File: src/common/pfm_pkg.sv
package pfm_pkg;

  // Pin population
  localparam int unsigned NPIN      = 8;
  localparam int unsigned NFUNC     = 3;
  localparam logic [2:0]  PIN_SCL   = 3'h5;
  localparam logic [2:0]  PIN_SDA   = 3'h6;
  localparam logic [2:0]  PIN_ANA   = 3'h7;

  // Register byte offsets
  localparam logic [7:0] OFF_CFG_P2_6   = 8'h00;
  localparam logic [7:0] OFF_RSVD_04    = 8'h04;
  localparam logic [7:0] OFF_CFG_P2_0   = 8'h08;
  localparam logic [7:0] OFF_CFG_RST0_0 = 8'h0c;
  localparam logic [7:0] OFF_CFG_P0_1   = 8'h10;
  localparam logic [7:0] OFF_CFG_P1_8   = 8'h14;
  localparam logic [7:0] OFF_CFG_SCL    = 8'h30;
  localparam logic [7:0] OFF_CFG_SDA    = 8'h34;
  localparam logic [7:0] OFF_CFG_ANA    = 8'h6c;
  localparam logic [7:0] OFF_LOC        = 8'hb0;
  localparam logic [7:0] OFF_DIR        = 8'hc0;
  localparam logic [7:0] OFF_GPIO_OUT   = 8'hc4;
  localparam logic [7:0] OFF_PIN_STATE  = 8'hc8;

  // Pin configuration field positions
  localparam int unsigned F_PIN_FUNCTION_SELECT_LSB = 0;
  localparam int unsigned F_MODE_LSB = 3;
  localparam int unsigned F_HYST     = 5;
  localparam int unsigned F_RSVD1    = 6;
  localparam int unsigned F_DIGITAL  = 7;
  localparam int unsigned F_I2C_LSB  = 8;

  // Reset values
  localparam logic [31:0] CFG_RESET = 32'h0000_00d0;
  localparam logic [7:0]  LOC_RESET = 8'h00;
  localparam logic [7:0]  DIR_RESET = 8'h00;
  localparam logic [7:0]  OUT_RESET = 8'h00;

  // Function select codes
  localparam logic [2:0] PIN_FUNCTION_SELECT_GPIO = 3'h0;
  localparam logic [2:0] PIN_FUNCTION_SELECT_I2C  = 3'h1;

  // Pull mode codes
  localparam logic [1:0] MODE_NONE = 2'h0;
  localparam logic [1:0] MODE_PD   = 2'h1;
  localparam logic [1:0] MODE_PU   = 2'h2;
  localparam logic [1:0] MODE_RPT  = 2'h3;

  // I2C mode codes
  localparam logic [1:0] I2C_STD  = 2'h0;
  localparam logic [1:0] I2C_GPIO = 2'h1;
  localparam logic [1:0] I2C_FMP  = 2'h2;

  // Candidate pins per multiplexed input, 3 bits per location code
  localparam logic [11:0] LOC_SCK_PINS = {3'h1, 3'h7, 3'h4, 3'h1};
  localparam logic [11:0] LOC_DSR_PINS = {3'h2, 3'h3, 3'h2, 3'h2};
  localparam logic [11:0] LOC_DCD_PINS = {3'h3, 3'h0, 3'h4, 3'h3};
  localparam logic [11:0] LOC_RI_PINS  = {3'h0, 3'h2, 3'h0, 3'h0};

endpackage

File: src/pfm_pad_config.sv
`timescale 1ns/1ps
// What this block does
// - Function code 000 gives the pin to GPIO; codes 1 to 3 route to a peripheral slot.
// - A GPIO pin takes its direction from its port direction register bit.
// - A peripheral pin's output enable comes from the selected peripheral itself.
// - Direction bits have no effect on pins assigned to a peripheral.
// - Pull mode offers pull-up, pull-down, none and repeater; reset selects pull-up.
// - Repeater enables pull-up when pin reads high, pull-down when it reads low.
// - Repeater retention may be dropped during deepest power-down.
// - Each pin selects hysteresis or plain input buffer.
// - Analog mode on an analog pin disconnects the digital receiver.
// - Analog mode makes hysteresis and pull settings ignored.
// - Analog mode control exists only on pins with a converter input.
// - Analog mode setting has no effect on pins without an analog function.
// - I2C pins choose standard/fast filtered, fast-plus filtered, or plain unfiltered.
// - Fast-plus drives open-drain high-current sinks with glitch filter on.
// - Exactly one configuration register exists per port pin.
// - Location select picks the pin feeding serial clock and modem status inputs.
// - Pin configuration registers are read/write and reset to 0xD0.
module pfm_pad_config (
  input  wire logic        clk,
  input  wire logic        rst_n,
  // Avalon-MM slave
  input  wire logic [7:0]  avs_address,
  input  wire logic        avs_read,
  input  wire logic        avs_write,
  input  wire logic [31:0] avs_writedata,
  input  wire logic [3:0]  avs_byteenable,
  output logic [31:0]      avs_readdata,
  output logic             avs_waitrequest,
  // Power state
  input  wire logic        deep_power_down,
  // Pads
  input  wire logic [7:0]  pad_in,
  output logic [7:0]       pad_out,
  output logic [7:0]       pad_oe_n,
  output logic [7:0]       pad_pull_up_en,
  output logic [7:0]       pad_pull_down_en,
  output logic [7:0]       pad_hyst_en,
  output logic [7:0]       pad_rx_en,
  output logic [7:0]       pad_filter_en,
  output logic [7:0]       pad_high_sink_en,
  output logic [7:0]       pad_analog_en,
  // GPIO side
  output logic [7:0]       gpio_in,
  // Peripheral side, three function slots per pin
  input  wire logic [23:0] periph_out,
  input  wire logic [23:0] periph_oe,
  output logic [7:0]       periph_in,
  output logic             serial_port0_clock_input,
  output logic             modem_dataset_ready_input,
  output logic             modem_carrier_detect_input,
  output logic             modem_ring_input
);

  ////////////////////////////////////////////////////////////////////////////
  // Helpers

  // Maps a byte offset to a pin index; valid flag clear when unmapped
  function automatic logic [3:0] pfm_cfg_index(input logic [7:0] off);
    case (off)
      pfm_pkg::OFF_CFG_P2_6:   pfm_cfg_index = 4'h8;
      pfm_pkg::OFF_CFG_P2_0:   pfm_cfg_index = 4'h9;
      pfm_pkg::OFF_CFG_RST0_0: pfm_cfg_index = 4'ha;
      pfm_pkg::OFF_CFG_P0_1:   pfm_cfg_index = 4'hb;
      pfm_pkg::OFF_CFG_P1_8:   pfm_cfg_index = 4'hc;
      pfm_pkg::OFF_CFG_SCL:    pfm_cfg_index = 4'hd;
      pfm_pkg::OFF_CFG_SDA:    pfm_cfg_index = 4'he;
      pfm_pkg::OFF_CFG_ANA:    pfm_cfg_index = 4'hf;
      default:                 pfm_cfg_index = 4'h0;
    endcase
  endfunction

  // Picks one candidate pin of a location table
  function automatic logic pfm_loc_pick(input logic [11:0] table_pins,
                                        input logic [1:0]  code,
                                        input logic [7:0]  pins);
    logic [2:0] idx;
    idx = table_pins[3*code +: 3];
    pfm_loc_pick = pins[idx];
  endfunction

  // Byte-lane merge of a write
  function automatic logic [31:0] pfm_merge(input logic [31:0] old_v,
                                            input logic [31:0] new_v,
                                            input logic [3:0]  be);
    logic [31:0] r;
    r = old_v;
    for (int b = 0; b < 4; b++) begin
      if (be[b]) begin
        r[8*b +: 8] = new_v[8*b +: 8];
      end
    end
    pfm_merge = r;
  endfunction

  ////////////////////////////////////////////////////////////////////////////
  // Storage

  logic [2:0]  pin_function_select_sel     [pfm_pkg::NPIN];
  logic [1:0]  pull_mode    [pfm_pkg::NPIN];
  logic        hyst_sel     [pfm_pkg::NPIN];
  logic        digital_mode [pfm_pkg::NPIN];
  logic [1:0]  i2c_mode     [pfm_pkg::NPIN];
  logic [7:0]  input_location_select;
  logic [7:0]  port_direction_reg;
  logic [7:0]  gpio_out_reg;
  logic        ack;

  logic        req;
  logic        wr_now;
  logic [3:0]  cfg_hit;
  logic [31:0] cfg_word [pfm_pkg::NPIN];
  logic [31:0] next_readdata;
  logic [31:0] wr_val;

  ////////////////////////////////////////////////////////////////////////////
  // Bus slave: one wait cycle, then the answer

  // Holding waitrequest for one cycle lets read data come from a flop
  assign req             = avs_read | avs_write;
  assign avs_waitrequest = req & ~ack;
  assign wr_now          = avs_write & ack;
  assign cfg_hit         = pfm_cfg_index(avs_address);

  always_ff @(posedge clk) begin
    if (!rst_n) begin
      ack <= 1'b0;
    end else begin
      ack <= req & ~ack;
    end
  end

  // Readback view of each pin register
  always_comb begin
    for (int p = 0; p < pfm_pkg::NPIN; p++) begin
      cfg_word[p] = 32'h0000_0000;
      cfg_word[p][pfm_pkg::F_PIN_FUNCTION_SELECT_LSB +: 3] = pin_function_select_sel[p];
      cfg_word[p][pfm_pkg::F_MODE_LSB +: 2] = pull_mode[p];
      cfg_word[p][pfm_pkg::F_HYST]          = hyst_sel[p];
      cfg_word[p][pfm_pkg::F_RSVD1]         = 1'b1;
      cfg_word[p][pfm_pkg::F_DIGITAL]       = digital_mode[p];
      cfg_word[p][pfm_pkg::F_I2C_LSB +: 2]  = i2c_mode[p];
    end
  end

  always_comb begin
    next_readdata = 32'h0000_0000;
    if (cfg_hit[3]) begin
      next_readdata = cfg_word[cfg_hit[2:0]];
    end else begin
      case (avs_address)
        pfm_pkg::OFF_LOC:       next_readdata = {24'h00_0000, input_location_select};
        pfm_pkg::OFF_DIR:       next_readdata = {24'h00_0000, port_direction_reg};
        pfm_pkg::OFF_GPIO_OUT:  next_readdata = {24'h00_0000, gpio_out_reg};
        pfm_pkg::OFF_PIN_STATE: next_readdata = {24'h00_0000, pad_in};
        default:                next_readdata = 32'h0000_0000;
      endcase
    end
  end

  always_ff @(posedge clk) begin
    if (!rst_n) begin
      avs_readdata <= 32'h0000_0000;
    end else if (avs_read && !ack) begin
      avs_readdata <= next_readdata;
    end
  end

  ////////////////////////////////////////////////////////////////////////////
  // Pin configuration registers

  always_comb begin
    wr_val = pfm_merge(cfg_word[cfg_hit[2:0]], avs_writedata, avs_byteenable);
  end

  always_ff @(posedge clk) begin
    if (!rst_n) begin
      for (int p = 0; p < pfm_pkg::NPIN; p++) begin
        pin_function_select_sel[p]     <= pfm_pkg::CFG_RESET[pfm_pkg::F_PIN_FUNCTION_SELECT_LSB +: 3];
        pull_mode[p]    <= pfm_pkg::CFG_RESET[pfm_pkg::F_MODE_LSB +: 2];
        hyst_sel[p]     <= pfm_pkg::CFG_RESET[pfm_pkg::F_HYST];
        digital_mode[p] <= pfm_pkg::CFG_RESET[pfm_pkg::F_DIGITAL];
        i2c_mode[p]     <= pfm_pkg::CFG_RESET[pfm_pkg::F_I2C_LSB +: 2];
      end
    end else if (wr_now && cfg_hit[3]) begin
      pin_function_select_sel[cfg_hit[2:0]]  <= wr_val[pfm_pkg::F_PIN_FUNCTION_SELECT_LSB +: 3];
      pull_mode[cfg_hit[2:0]] <= wr_val[pfm_pkg::F_MODE_LSB +: 2];
      hyst_sel[cfg_hit[2:0]]  <= wr_val[pfm_pkg::F_HYST];
      // Only the converter pin stores the analog control
      if (cfg_hit[2:0] == pfm_pkg::PIN_ANA) begin
        digital_mode[cfg_hit[2:0]] <= wr_val[pfm_pkg::F_DIGITAL];
      end
      // Only the two I2C pins store the I2C mode field
      if (cfg_hit[2:0] == pfm_pkg::PIN_SCL || cfg_hit[2:0] == pfm_pkg::PIN_SDA) begin
        i2c_mode[cfg_hit[2:0]] <= wr_val[pfm_pkg::F_I2C_LSB +: 2];
      end
    end
  end

  ////////////////////////////////////////////////////////////////////////////
  // Other software registers

  always_ff @(posedge clk) begin
    if (!rst_n) begin
      input_location_select <= pfm_pkg::LOC_RESET;
      port_direction_reg    <= pfm_pkg::DIR_RESET;
      gpio_out_reg          <= pfm_pkg::OUT_RESET;
    end else if (wr_now && avs_byteenable[0]) begin
      case (avs_address)
        pfm_pkg::OFF_LOC:      input_location_select <= avs_writedata[7:0];
        pfm_pkg::OFF_DIR:      port_direction_reg    <= avs_writedata[7:0];
        pfm_pkg::OFF_GPIO_OUT: gpio_out_reg          <= avs_writedata[7:0];
        default: begin
        end
      endcase
    end
  end

  ////////////////////////////////////////////////////////////////////////////
  // Pad control

  // All pad controls are registered; a one-cycle lag on a mode change is harmless
  always_ff @(posedge clk) begin
    if (!rst_n) begin
      pad_out          <= 8'h00;
      pad_oe_n         <= 8'hff;
      pad_pull_up_en   <= 8'h00;
      pad_pull_down_en <= 8'h00;
      pad_hyst_en      <= 8'h00;
      pad_rx_en        <= 8'h00;
      pad_filter_en    <= 8'h00;
      pad_high_sink_en <= 8'h00;
      pad_analog_en    <= 8'h00;
    end else begin
      for (int p = 0; p < pfm_pkg::NPIN; p++) begin
        logic analog;
        logic is_i2c_pin;
        logic [1:0] slot;
        logic drv_val;
        logic drv_en;
        analog     = 1'b0;
        is_i2c_pin = (p == int'(pfm_pkg::PIN_SCL)) || (p == int'(pfm_pkg::PIN_SDA));
        slot       = 2'h0;
        drv_val    = 1'b0;
        drv_en     = 1'b0;
        // Analog control only acts on the converter pin
        if (p == int'(pfm_pkg::PIN_ANA)) begin
          analog = ~digital_mode[p];
        end
        if (pin_function_select_sel[p] == pfm_pkg::PIN_FUNCTION_SELECT_GPIO) begin
          drv_val = gpio_out_reg[p];
          drv_en  = port_direction_reg[p];
        end else if (pin_function_select_sel[p] <= 3'(pfm_pkg::NFUNC)) begin
          slot    = 2'(pin_function_select_sel[p] - 3'h1);
          drv_val = periph_out[p*pfm_pkg::NFUNC + int'(slot)];
          // Direction register not consulted here
          drv_en  = periph_oe[p*pfm_pkg::NFUNC + int'(slot)];
        end
        // Open-drain: only a low level is driven
        if (is_i2c_pin && pin_function_select_sel[p] == pfm_pkg::PIN_FUNCTION_SELECT_I2C &&
            i2c_mode[p] != pfm_pkg::I2C_GPIO) begin
          drv_en  = drv_en & ~drv_val;
          drv_val = 1'b0;
        end
        pad_out[p]  <= drv_val;
        pad_oe_n[p] <= ~drv_en;
        pad_high_sink_en[p] <= is_i2c_pin && pin_function_select_sel[p] == pfm_pkg::PIN_FUNCTION_SELECT_I2C &&
                               i2c_mode[p] == pfm_pkg::I2C_FMP;
        // Filter on in both filtered I2C modes, also under GPIO use
        pad_filter_en[p] <= is_i2c_pin && (i2c_mode[p] == pfm_pkg::I2C_STD ||
                                           i2c_mode[p] == pfm_pkg::I2C_FMP);
        pad_analog_en[p] <= analog;
        pad_rx_en[p]     <= ~analog;
        pad_hyst_en[p]   <= hyst_sel[p] & ~analog;
        case (pull_mode[p])
          pfm_pkg::MODE_PU: begin
            pad_pull_up_en[p]   <= ~analog;
            pad_pull_down_en[p] <= 1'b0;
          end
          pfm_pkg::MODE_PD: begin
            pad_pull_up_en[p]   <= 1'b0;
            pad_pull_down_en[p] <= ~analog;
          end
          pfm_pkg::MODE_RPT: begin
            // Keeper follows the pin; dropped in deepest power-down
            pad_pull_up_en[p]   <= ~analog & ~deep_power_down & pad_in[p];
            pad_pull_down_en[p] <= ~analog & ~deep_power_down & ~pad_in[p];
          end
          default: begin
            pad_pull_up_en[p]   <= 1'b0;
            pad_pull_down_en[p] <= 1'b0;
          end
        endcase
      end
    end
  end

  ////////////////////////////////////////////////////////////////////////////
  // Receive path and input routing

  always_ff @(posedge clk) begin
    if (!rst_n) begin
      gpio_in   <= 8'h00;
      periph_in <= 8'h00;
    end else begin
      for (int p = 0; p < pfm_pkg::NPIN; p++) begin
        logic rx;
        rx = pad_in[p] & ~(p == int'(pfm_pkg::PIN_ANA) && !digital_mode[p]);
        gpio_in[p]   <= rx;
        periph_in[p] <= rx & (pin_function_select_sel[p] != pfm_pkg::PIN_FUNCTION_SELECT_GPIO);
      end
    end
  end

  // Location select feeds each shared input from one pin
  always_ff @(posedge clk) begin
    if (!rst_n) begin
      serial_port0_clock_input   <= 1'b0;
      modem_dataset_ready_input  <= 1'b0;
      modem_carrier_detect_input <= 1'b0;
      modem_ring_input           <= 1'b0;
    end else begin
      serial_port0_clock_input   <= pfm_loc_pick(pfm_pkg::LOC_SCK_PINS,
                                      input_location_select[1:0], pad_in);
      modem_dataset_ready_input  <= pfm_loc_pick(pfm_pkg::LOC_DSR_PINS,
                                      input_location_select[3:2], pad_in);
      modem_carrier_detect_input <= pfm_loc_pick(pfm_pkg::LOC_DCD_PINS,
                                      input_location_select[5:4], pad_in);
      modem_ring_input           <= pfm_loc_pick(pfm_pkg::LOC_RI_PINS,
                                      input_location_select[7:6], pad_in);
    end
  end

endmodule

File: config.mk
export PLATFORM = sky130hd
export DESIGN_NAME = pfm_pad_config
export DESIGN_NICKNAME = d
export VERILOG_FILES = /design/src/common/pfm_pkg.sv /design/src/pfm_pad_config.sv
export SDC_FILE = /design/constraint.sdc
export NUM_CORES = 1
export LEC_CHECK = 0
export ABC_AREA = 0
export ABC_CLOCK_PERIOD_IN_PS = 3150
export BUFFER_PORTS_ARGS = -buffer_cell sky130_fd_sc_hd__buf_2
export CORE_MARGIN = 1
export CORE_UTILIZATION = 53
export CTS_CLUSTER_DIAMETER = 120
export DETAILED_ROUTE_END_ITERATION = 16
export PLACE_DENSITY = 0.83
export SYNTH_ARGS = -nofsm -noshare
export SYNTH_HDL_FRONTEND = slang
export SYNTH_SLANG_ARGS = --single-unit
File: constraint.sdc
create_clock -name clk -period 3.15 [get_ports clk]
set_input_delay 0.315 -clock clk [delete_from_list [all_inputs] [get_ports clk]]
set_output_delay 0.315 -clock clk [all_outputs]
set_load 0.02 [all_outputs]
# Yosys cells after proc, flatten, opt, wreduce, memory -nomap -nowiden
# Memories as Yosys holds them, arrays and structs flattened.
# Index checks and enable logic that the tools add are counted.
# op_classes
addsub	15
n_mul	4
n_lt_le_gt_ge	21
eq_ne	44
shift	4
mux	139
bitwise_logic	56
n_reduce_logical	40
# ops
cell	n
$bmux 32 s3	1
$mux 32	3
$mux 1	86
$bmux 1 s5	14
$shiftx 12x5->3 const A	4
$eq 2x2->1 const B	18
$eq 8x8->1 const B	4
$pmux 1 s2	16
$pmux 4 s8	1
$pmux 8 s4	1
$and 1x1->1	31
$le 3x2->1 const B	8
$logic_not 3->1	8
$reduce_bool 3->1	8
$not 1->1	23
$lt 5x6->1 const B	3
$mux 3	6
$eq 2x1->1 const B	8
$eq 8x4->1 const B	2
$eq 8x5->1 const B	2
$eq 8x6->1 const B	2
$lt 3x4->1 const B	4
$mul 2x2->4 const A	4
$sub 2x1->2 const B	8
other kinds (29)	58
# totals
regBits	149
mem_bits_rw	72
input_bits	105
elab_cells	354
n_memories	5
# mem_list
memory	depth	word_bits	read_ports	rd_ports_with_merged_regs	write_ports	line_no	text
pin_function_select_sel	8	3	8	0	8	pfm_pad_config.sv:100	logic [2:0] pin_function_select_sel [pfm_pkg::NPIN];
i2c_mode	8	2	8	0	8	pfm_pad_config.sv:104	logic [1:0] i2c_mode [pfm_pkg::NPIN];
pull_mode	8	2	8	0	8	pfm_pad_config.sv:101	logic [1:0] pull_mode [pfm_pkg::NPIN];
digital_mode	8	1	8	0	8	pfm_pad_config.sv:103	logic digital_mode [pfm_pkg::NPIN];
hyst_sel	8	1	8	0	8	pfm_pad_config.sv:102	logic hyst_sel [pfm_pkg::NPIN];

# Depth between registers and ports, before layout
# An unclocked memory read counts as a cell.
# logic_depth
word_depth	13
depth_mapped	10
depth_no_buf	7

# Worst setup path after synthesis
# OpenSTA, ideal clock, no wires.
# synth_path
path_kind	input-to-reg
start	input avs_address[6]
end	memory pin_function_select_sel[0][2] (data pin)
setup_ns	0.272
t_arrival_ns	2.250
required_time_ns	2.878
slack_ns	0.628
cell_stages	9
cell_sequence	buf_6 or4_4 buf_6 o21ba_2 buf_2 a222oi_1 mux2i_1 o31ai_2 nor2_1
# synth_lines
item	line_no	text
start: declaration	pfm_pad_config.sv:24	input wire logic [7:0] avs_address,
end: declaration	pfm_pad_config.sv:100	

==> qor.yml <==
detailed_routing:
  ant_nets: 0
  wl_per_cell_um: 18.7
  routed_via_density: 5.71
  wl_um: 23200
  vias: 7083
  dr.pass1.iters: 8
  drt_iter0_markers: 810
  drcViolationCount: 0
sta:
  tns_ps: 0
  fmaxAchievable_mhz: 394
  slew_headroom_pct: 40.2
  setup_viol: 0
  finalClockSkew_ps: 9.83
  period_needed_ps: 2540
  slew_violations: 0
  rsz0062_at_grt: "false"
  finalWorstSetupSlack_ps: 610
  period_share_pct: 80.6
  worstMarginPinSlew_ps: 896
  finalHoldViolations: 0
place:
  port_buffers: 164
  hpwlAfterDp_um: 17200
  place_area_um2: 9570
  dp.cells: 1208
  gp_congestion: 0.890
  dpl_worst_slack_ps: 262
power:
  power_switching_uw: 1280
  power_density_nw_per_um2: 494
  netSwitchingFraction_pct: 25.4
  intPower_uw: 3740
  p_leak_uw: 0.00444
  p_comb_share_pct: 10.7
  pwr-share-seq_pct: 48.6
  ir_drop_uv: 419
  pwr-share-clk_pct: 40.7
clocking:
  htreeDepth: 4
  ctsHoldBuffers: 0
  clock-sinks: 174
  cts_root_buffer: "clkbuf_16"
  cts.path.max_buffers: 2
  post_cts_resized: 0
  postCtsSetupRepairBufs: 0
  clock_latency_ps: 450
  clkTransAtPathRegs_ps: 60
  cts-buffers-inserted: 17
  cts_tree: "done"
setup_path:
  slowest_stage: "or4_4"
  worstPathArrival_ps: 2700
  critPathLaunch: "avs_address[6]"
  crit_end: "pull_mode[5][1]"
  critical_path_class: "in -> reg"
  cp.depth: 7
  rr_endpoint: "pad_oe_n[5]"
  worst-path-buf-inv: 1
  critPathRequiredTime_ps: 3310
  slowest_delay_ps: 600
  r2r_start: "pin_function_select_sel[5][1]"
  critPathCaptureType: "register"
  cp_top_family: "multiplexers"
  ff2ff_setup_slack_ps: 790
  crit_chain: "buf_2 > or4_4 > o21ba_2 > a21boi_0 > mux2i_1 > mux2i_1 > nand3_1"
  cp_max_fo: 18
  rr_worst_depth: 7
  startpoint_type: "input pin"
  crit_top_cell: "mux2i_1"
floorplanning:
  coreArea_um2: 15800
  die_h_um: 129
  die_area_um2: 16700
  io_pins: 230
  start_util_pct: 54.1
  rows: 46
  die_w_um: 129
final_layout:
  fin_nets: 1140
  final_cell_area_um2: 10100
  n_antenna_cell: 0
  regMostFlops: "pin_function_select_sel"
  reg_top3: "pin_function_select_sel: 24 flops, i2c_mode: 16 flops, pull_mode: 16 flops"
  largest_reg_flops: 24
  final_cells: 1240
  nFillCells: 1197
  final_util_pct: 64.1
  layout-drive-gt1-share_pct: 25.5
  area_growth_pct: 18.6
global_route:
  grt-ovfl-total: 0
  grt_pass1_vias: 6609
  grt_pass1_wl_um: 34900
  antenna_found_initial: 0
  grt_max_degree: 52
  grt_usage_pct: 28.2
logic_synthesis:
  yosysTopAreaCell: "dfxtp_1"
  syn_avg_cell_area_um2: 10.4
  yosys_most_used_dff: "dfxtp_1"
  synth-seq-cells: 174
  ys_async_sr_fraction_pct: 0
  yosysMostFrequentCell: "dfxtp_1"
  synthTopCellsByArea: "dfxtp_1 (26%), edfxtp_1 (22%), mux2i_1 (6.3%), mux4_2 (5.5%), buf_4 (4.2%)"
  synth_common_cells: "dfxtp_1 (110), nand2_1 (72), nor2_1 (68), edfxtp_1 (64), mux2i_1 (54)"
  yosysUniqueCellTypes: 64
  yosysWarnings: 0
  yosysSeqAreaShare_pct: 48.2
  netlist_area_um2: 8560
  syn_inst: 823
  synth_edf_count: 64
  synth_top_area_share_pct: 25.7
run_status:
  outcome: "finished, final reports clean"
worst_hold_path:
  hold_class: "in -> reg"
job:
  maxCapViolations: 0
worst min path at each step:
stage | slack (ps) | startpoint | end | depth (start not counted)
finish | 160 | avs_writedata[6] | input_location_select[6] | 3
global route | 200 | avs_writedata[6] | input_location_select[6] | 3
CTS | 160 | avs_writedata[6] | port_direction_reg[6] | 3
detailed placement | 450 | avs_readdata[8] | avs_readdata[8] | 2
global placement | 440 | avs_readdata[8] | avs_readdata[8] | 2
floorplan | 340 | rst_n | pad_rx_en[5] | 0
layout by cell type (no fill, tap or decap), types with 3 or more instances in the layout:
cell type	synthesis	final
a32oi_1	4	4
inv_1	43	43
nor3b_1	3	3
nand2_1	72	72
a222oi_1	12	12
a22o_1	8	8
buf_4	48	29
a21boi_0	7	7
conb_1	2	60
nor2b_1	36	36
a211o_1	3	3
a21oi_1	18	18
buf_2	7	164
o31ai_1	7	7
mux2_2	4	4
nor2_1	68	68
and2_1	16	16
o221ai_1	3	3
nand4_1	3	3
edfxtp_1	64	64
a22oi_1	8	8
clkbuf_16	0	19
dfxtp_1	110	110
nand3_1	17	17
inv_6	0	3
mux4_2	21	21
o22ai_1	5	5
and3_1	17	17
o21ai_0	40	40
nor3_1	13	13
mux2i_1	54	54
nand2b_1	22	22
ha_1	24	24
power by group through the flow:
stage               logic [µW]  clock network, µW  registers, µW
floorplan                  339                  0           2520
global placement           512                  0           2480
detailed placement         523                  0           2490
CTS                        527               2040           2440
global route               573               2130           2440
finish                     536               2040           2440
cells by family (layout without fill, tap and decap cells):
logic type | count (synthesis) | count (layout) | synth area share [%]
other | 2 | 60 | 0.0878
xor gates and xnor gates | 1 | 1 | 0.102
buffers and inverters | 126 | 269 | 7.93
muxes | 79 | 79 | 12.4
adders and majority gates | 24 | 24 | 3.51
AOI/OAI and AO/OA | 139 | 139 | 11.6
and+or+nand+nor | 278 | 278 | 16.2
DFF | 174 | 174 | 48.2
worst min-delay path, delay by kind of cell:
kind                   cells  cell delay (ps)
buffers and inverters      1              110
muxes                      1               70
and+or+nand+nor            1               70
final cells by class:
class / count / area [µm²] / area share, %
timing repair buffer: 193 / 1040 / 10.2
sequential: 174 / 4120 / 40.6
clock inverter: 11 / 73.8 / 0.727
multi-input combinational: 581 / 3970 / 39.1
tap: 216 / 270 / 2.66
clock buffer: 21 / 503 / 4.96
inverter: 44 / 165 / 1.63
metrics by stage:
| stage | power [µW] | hold slack [ps] |
|---|---|---|
| after floorplan | 2860 | 343 |
| after global placement | 3000 | 443 |
| after detailed placement | 3010 | 452 |
| after CTS | 5010 | 158 |
| after global routing | 5150 | 195 |
| final | 5010 | 161 |
metal layers:
layer	vias to the layer above	GRT usage, %	share of wire, %
li1	3205	-	-
met1	3359	34.6	38
met2	443	47.5	49
met3	76	5.66	9.2
met4	0	14.3	3.7
met5	-	0	0
(Power assumes the default switching activity.)
